### config.mk
export PLATFORM = sky130hd
export DESIGN_NAME = pvc_tag_cmp
export DESIGN_NICKNAME = d
export VERILOG_FILES = /design/src/pvc_tag_cmp.sv
export SDC_FILE = /design/constraint.sdc
export NUM_CORES = 1
export LEC_CHECK = 0
export BUFFER_PORTS_ARGS = -buffer_cell sky130_fd_sc_hd__buf_2
export CORE_AREA = 8 8 45 47
export DETAILED_ROUTE_END_ITERATION = 8
export DIE_AREA = 0 0 53 55
export GPL_TIMING_DRIVEN = 0
export PLACE_DENSITY = 0.67
export SLEW_MARGIN = 20
export SYNTH_ARGS = -nofsm -noshare
export SYNTH_HDL_FRONTEND = slang
export SYNTH_SLANG_ARGS = --single-unit
### constraint.sdc
create_clock -name vclk -period 3.8
set_clock_uncertainty 0.05 [all_clocks]
set_input_delay 1.14 -clock vclk [all_inputs]
set_output_delay 1.14 -clock vclk [all_outputs]
set_load 0.01 [all_outputs]
### src/pvc_tag_cmp.sv
`timescale 1ns/1ps
`default_nettype none
module pvc_tag_cmp #(
	parameter int W = 16
) (
	input  wire logic         en,
	input  wire logic [W-1:0] stored,
	input  wire logic [W-1:0] expected,
	input  wire logic [W-1:0] mask,
	output logic              miss
);
	if (W < 1) begin : g_bad_w
		$error("pvc_tag_cmp: W must be at least 1");
	end

	// Only bits whose mask bit is one take part
	assign miss = en && (|((stored ^ expected) & mask));
endmodule
`default_nettype wire

==> impl_results.md, run 1 <==
- Status: finished, final reports clean
- Placer congestion estimate: 0.6500
- Avg WL per Cell: 11.57 um
- Chip Width: 53 um
- CP Data Arrival Time: 2030 ps
- CTS Hold Bufs: 0
- Avg Inst Size Synth: 8.156 um2
- Synthesized area: 220.2 um2
- Number of fillers in the final layout: 160
- Max Used Layer: met3
- Layout net count: 128
- Area delta synth->final: 122.7%
- Max rail drop VDD: 0.02680 mV
- Crit path required time: 2610 ps
- Initial Utilization: 15.91%
- Most frequent cells in the layout: buf_2 (50), xor2_1 (16), a22oi_1 (8)
- Vias in the first global route: 412
- CTS resizes: 0
- Worst setup path class: in2out
- CP startpoint: expected[9]
- Post-CTS setup buffers: 0
- Worst setup path end: miss
- Syn_nets: 76
- Port bufs: 50
- Seq/Total Area, Yosys: 0%
- First-pass GRT wire length: 1669 um
- Pwr dens: 97.98 mW/mm2
- Initial antenna violation count: 0
- Sw Share: 36.96%
- GRT Resource Usage Total: 6.921%
- Sequential share of power: 0%
- Clock buf count: 0
- Met3 Wirelength: 153 um
- Min Clock Period, post-route: 3217 ps
- Pleak: 0.2893 nW
- Vias: 396
- Final Cycle Share: 84.65%
- Crit-path max FO: 1
- Standard-cell row count: 14
- Met2 routed WL: 538 um
- Initial DRC count: 4
- Max Cap Viol: 0
- Grt total ovfl: 0
- Die ar.: 0.002915 mm2
- Largest net degree at the start of global routing: 2
- Comb pwr share: 100.0%
- Clk pwr share: 0%
- Metal-1 WL: 384 um
- RSZ-0062 raised after global routing: no
- Final setup violation count: 0
- Final Max Tran Viols: 0
- Top-area cell type share of the netlist area: 63.64%
- Worst setup EP type: primary output
- Worst Setup Slack, final: 583.2 ps
- Distinct cells, synth: 4
- Core box area: 0.001384 mm2
- NetSw: 0.00001776 W
- DRT Pass-1 Iters: 4
- Detailed Route WL: 1076 um
- Synth Instances: 27
- P_int: 0.00003030 W
- Tightest Hold Check Type: in2out
- Yosys warns: 0
- Largest area contributor in the netlist: xor2_1
- Critical Path Start Type: input pin
- Setup TNS: 0 ps
- Vias per inst: 4.258
- Seq. cell area: 0 um2
- Final Hold Fails: 0
- Most common library cell in the layout ignoring fill and taps: buf_2
- # diodes: 0
- Share of cells above drive strength 1: 64.94%
- Actual slew at the worst max-slew pin: 178.3 ps
- Die height: 55 um
- Post-place setup slack: 553.6 ps
- I/O pins: 50
- Maximum clock rate: 0.3109 GHz
- DRC viols: 0
- Pwr Total: 0.00004805 W
- ANT nets after route: 0
- Num sequential: 0
- Worst slew margin: 88.12%
- Synth top area cells: xor2_1 (64%), a22oi_1 (27%), nand4_1 (5.7%)
-- how the worst min path moves through the flow --
stage | start | end | slack [ps] | cells past startpoint
after floorplan | en | miss | 2340 | 1
after global placement | en | miss | 2520 | 3
after detailed placement | en | miss | 2520 | 3
after CTS | en | miss | 2530 | 3
after global routing | en | miss | 2570 | 3
final | en | miss | 2520 | 3
-- per-stage QoR --
| step | std cells | util, % | area [um2] | hold slack, ps |
|---|---|---|---|---|
| global placement | 93 | 35.44 | 490.5 | 2522 |
| floorplan | 27 | - | 220.2 | 2342 |
| finish | 93 | 35.44 | 490.5 | 2521 |
| detailed placement | 93 | 35.44 | 490.5 | 2523 |
| global route | 93 | 35.44 | 490.5 | 2566 |
| CTS | 93 | 35.44 | 490.5 | 2526 |
-- cells in the mapped netlist --
library cell,number
o21a_1,1
nand4_1,2
xor2_1,16
a22oi_1,8
-- layout make-up --
type / count / area [um2] / area share (%)
tap: 16 / 20.02 / 4.082
timing repair buffer: 50 / 250.2 / 51.02
multi-input combinational: 27 / 220.2 / 44.90
-- power by group through the flow --
stage	registers, W	clock network (W)	logic, W
final	0	0	0.0000481
after global routing	0	0	0.0000546
after CTS	0	0	0.0000492
after detailed placement	0	0	0.0000490
after global placement	0	0	0.0000478
after floorplan	0	0	0.0000188
-- layer usage --
metal	up-vias	GRT usage, %
met5	-	0
met4	0	0
met3	0	2.406
met1	166	7.391
met2	28	13.48
li1	202	-
-- critical path, stage by stage --
cell and delay [ps]:
buf_2 100, xor2_1 150, a22oi_1 190, nand4_1 120
o21a_1 190, buf_2 130
-- logic make-up after synthesis --
group           after synthesis  synth area share [%]
xor+xnor                     16                 63.63
compound gates                9                 30.68
simple gates                  2                 5.681
(Power assumes the default switching activity.)
==> run 2, diff against run 1 <==
Settings changed: PLACE_DENSITY 0.67 to 0.7.
Clock period 3.8 ns to 2.8 ns, I/O delays scaled along.
==> impl_results.md, run 2 (synthesis results as in run 1) <==
- Largest net degree at the start of global routing: 2
- Vias per inst: 4.161
- CP Data Arrival Time: 1740 ps
- Final Hold Fails: 0
- Pleak: 0.2893 nW
- Initial DRC count: 1
- Avg WL per Cell: 11.23 um
- Min Clock Period, post-route: 2634 ps
- GRT Resource Usage Total: 6.322%
- Grt total ovfl: 0
- CTS resizes: 0
- Standard-cell row count: 14
- Most frequent cells in the layout: buf_2 (50), xor2_1 (16), a22oi_1 (8)
- Metal-1 WL: 380 um
- CP max stage cell: a22oi_1
- Die ar.: 0.002915 mm2
- Post-place setup slack: 134.1 ps
- Max Used Layer: met3
- Worst path max stage delay: 210 ps
- Worst path most repeated cell: buf_2
- RSZ-0062 raised after global routing: no
- ANT nets after route: 0
- I/O pins: 50
- Max rail drop VDD: 0.04411 mV
- Seq. cell area: 0 um2
- Vias: 387
- Detailed Route WL: 1044 um
- DRC viols: 0
- Pwr dens: 132.3 mW/mm2
- Die height: 55 um
- Share of cells above drive strength 1: 64.94%
- HPWL Detailed: 1024 um
- Final Max Tran Viols: 0
- WHS: 1922 ps
- Maximum clock rate: 0.3796 GHz
- Port bufs: 50
- Status: finished, final reports clean
- Initial Utilization: 15.91%
- Clock buf count: 0
- Chip Width: 53 um
- Setup TNS: 0 ps
- Cell Chain, Critical Path: buf_2 > xor2_1 > a22oi_1 > nand4_1 > o21a_1 > buf_2
- Initial antenna violation count: 0
- Crit path required time: 1910 ps
- DRT Pass-1 Iters: 2
- Vias in the first global route: 415
- Worst slew margin: 87.32%
- Pwr Total: 0.00006489 W
- Met3 Wirelength: 150 um
- Post-CTS setup buffers: 0
- Layout net count: 128
- Tightest Hold Check Type: in2out
- Final setup violation count: 0
- Actual slew at the worst max-slew pin: 190.1 ps
- Non-filler cells, final: 93
- Crit-path max FO: 1
- Num sequential: 0
- Core box area: 0.001384 mm2
- CTS Hold Bufs: 0
- Most common library cell in the layout ignoring fill and taps: buf_2
- Placed insts: 93
- Final Cycle Share: 94.09%
- Met2 routed WL: 513 um
- Worst Setup Slack, final: 165.6 ps
- Worst setup EP type: primary output
- Max Cap Viol: 0
- Area delta synth->final: 122.7%
- First-pass GRT wire length: 1531 um
- Critical Path Start Type: input pin
- # diodes: 0
- Placer congestion estimate: 0.6703
- Worst setup path class: in2out
-- run 2: cell counts in the layout (fill, tap and decap cells not counted) --
No cell type changed its count.
-- run 2: final cells by class --
| type | count | area [um2] |
|---|---|---|
| tap | 16 | 20.02 |
| fill | 153 | 893.4 |
| timing repair buffer | 50 | 250.2 |
| multi-input combinational | 27 | 220.2 |
-- run 2: path summary, 6_finish.rpt --
check | start | endpoint | slack (ps) | cells past startpoint
setup / recovery | expected[3] | miss | 170 | 6
hold / removal | en | miss | 1920 | 3
-- run 2: report_power, final --
part / switching, W / internal (W) / total [W] / leakage [nW]
logic: 0.0000238 / 0.0000411 / 0.0000649 / 0.289
clock network: 0 / 0 / 0 / 0
registers: 0 / 0 / 0 / 0
total: 0.0000238 / 0.0000411 / 0.0000649 / 0.289
-- run 2: metrics by stage --
stage	utilization, %	instance area, um2
2_1_floorplan	-	220.2
3_3_place_gp	35.44	490.5
3_5_place_dp	35.44	490.5
4_1_cts	35.44	490.5
5_1_grt	35.44	490.5
6_report	35.44	490.5
-- run 2: metal layers --
metal  vias up  track usage (%)
met5         -                0
met1       156            6.486
met4         0                0
met3         0            2.139
met2        29            12.70
li1        202                -
-- run 2: worst max-delay path: cells and delay by family --
| family | cells | cell delay [ps] |
|---|---|---|
| xor+xnor | 1 | 150 |
| simple gates | 1 | 130 |
| compound gates | 2 | 400 |
| buf+inv | 2 | 230 |
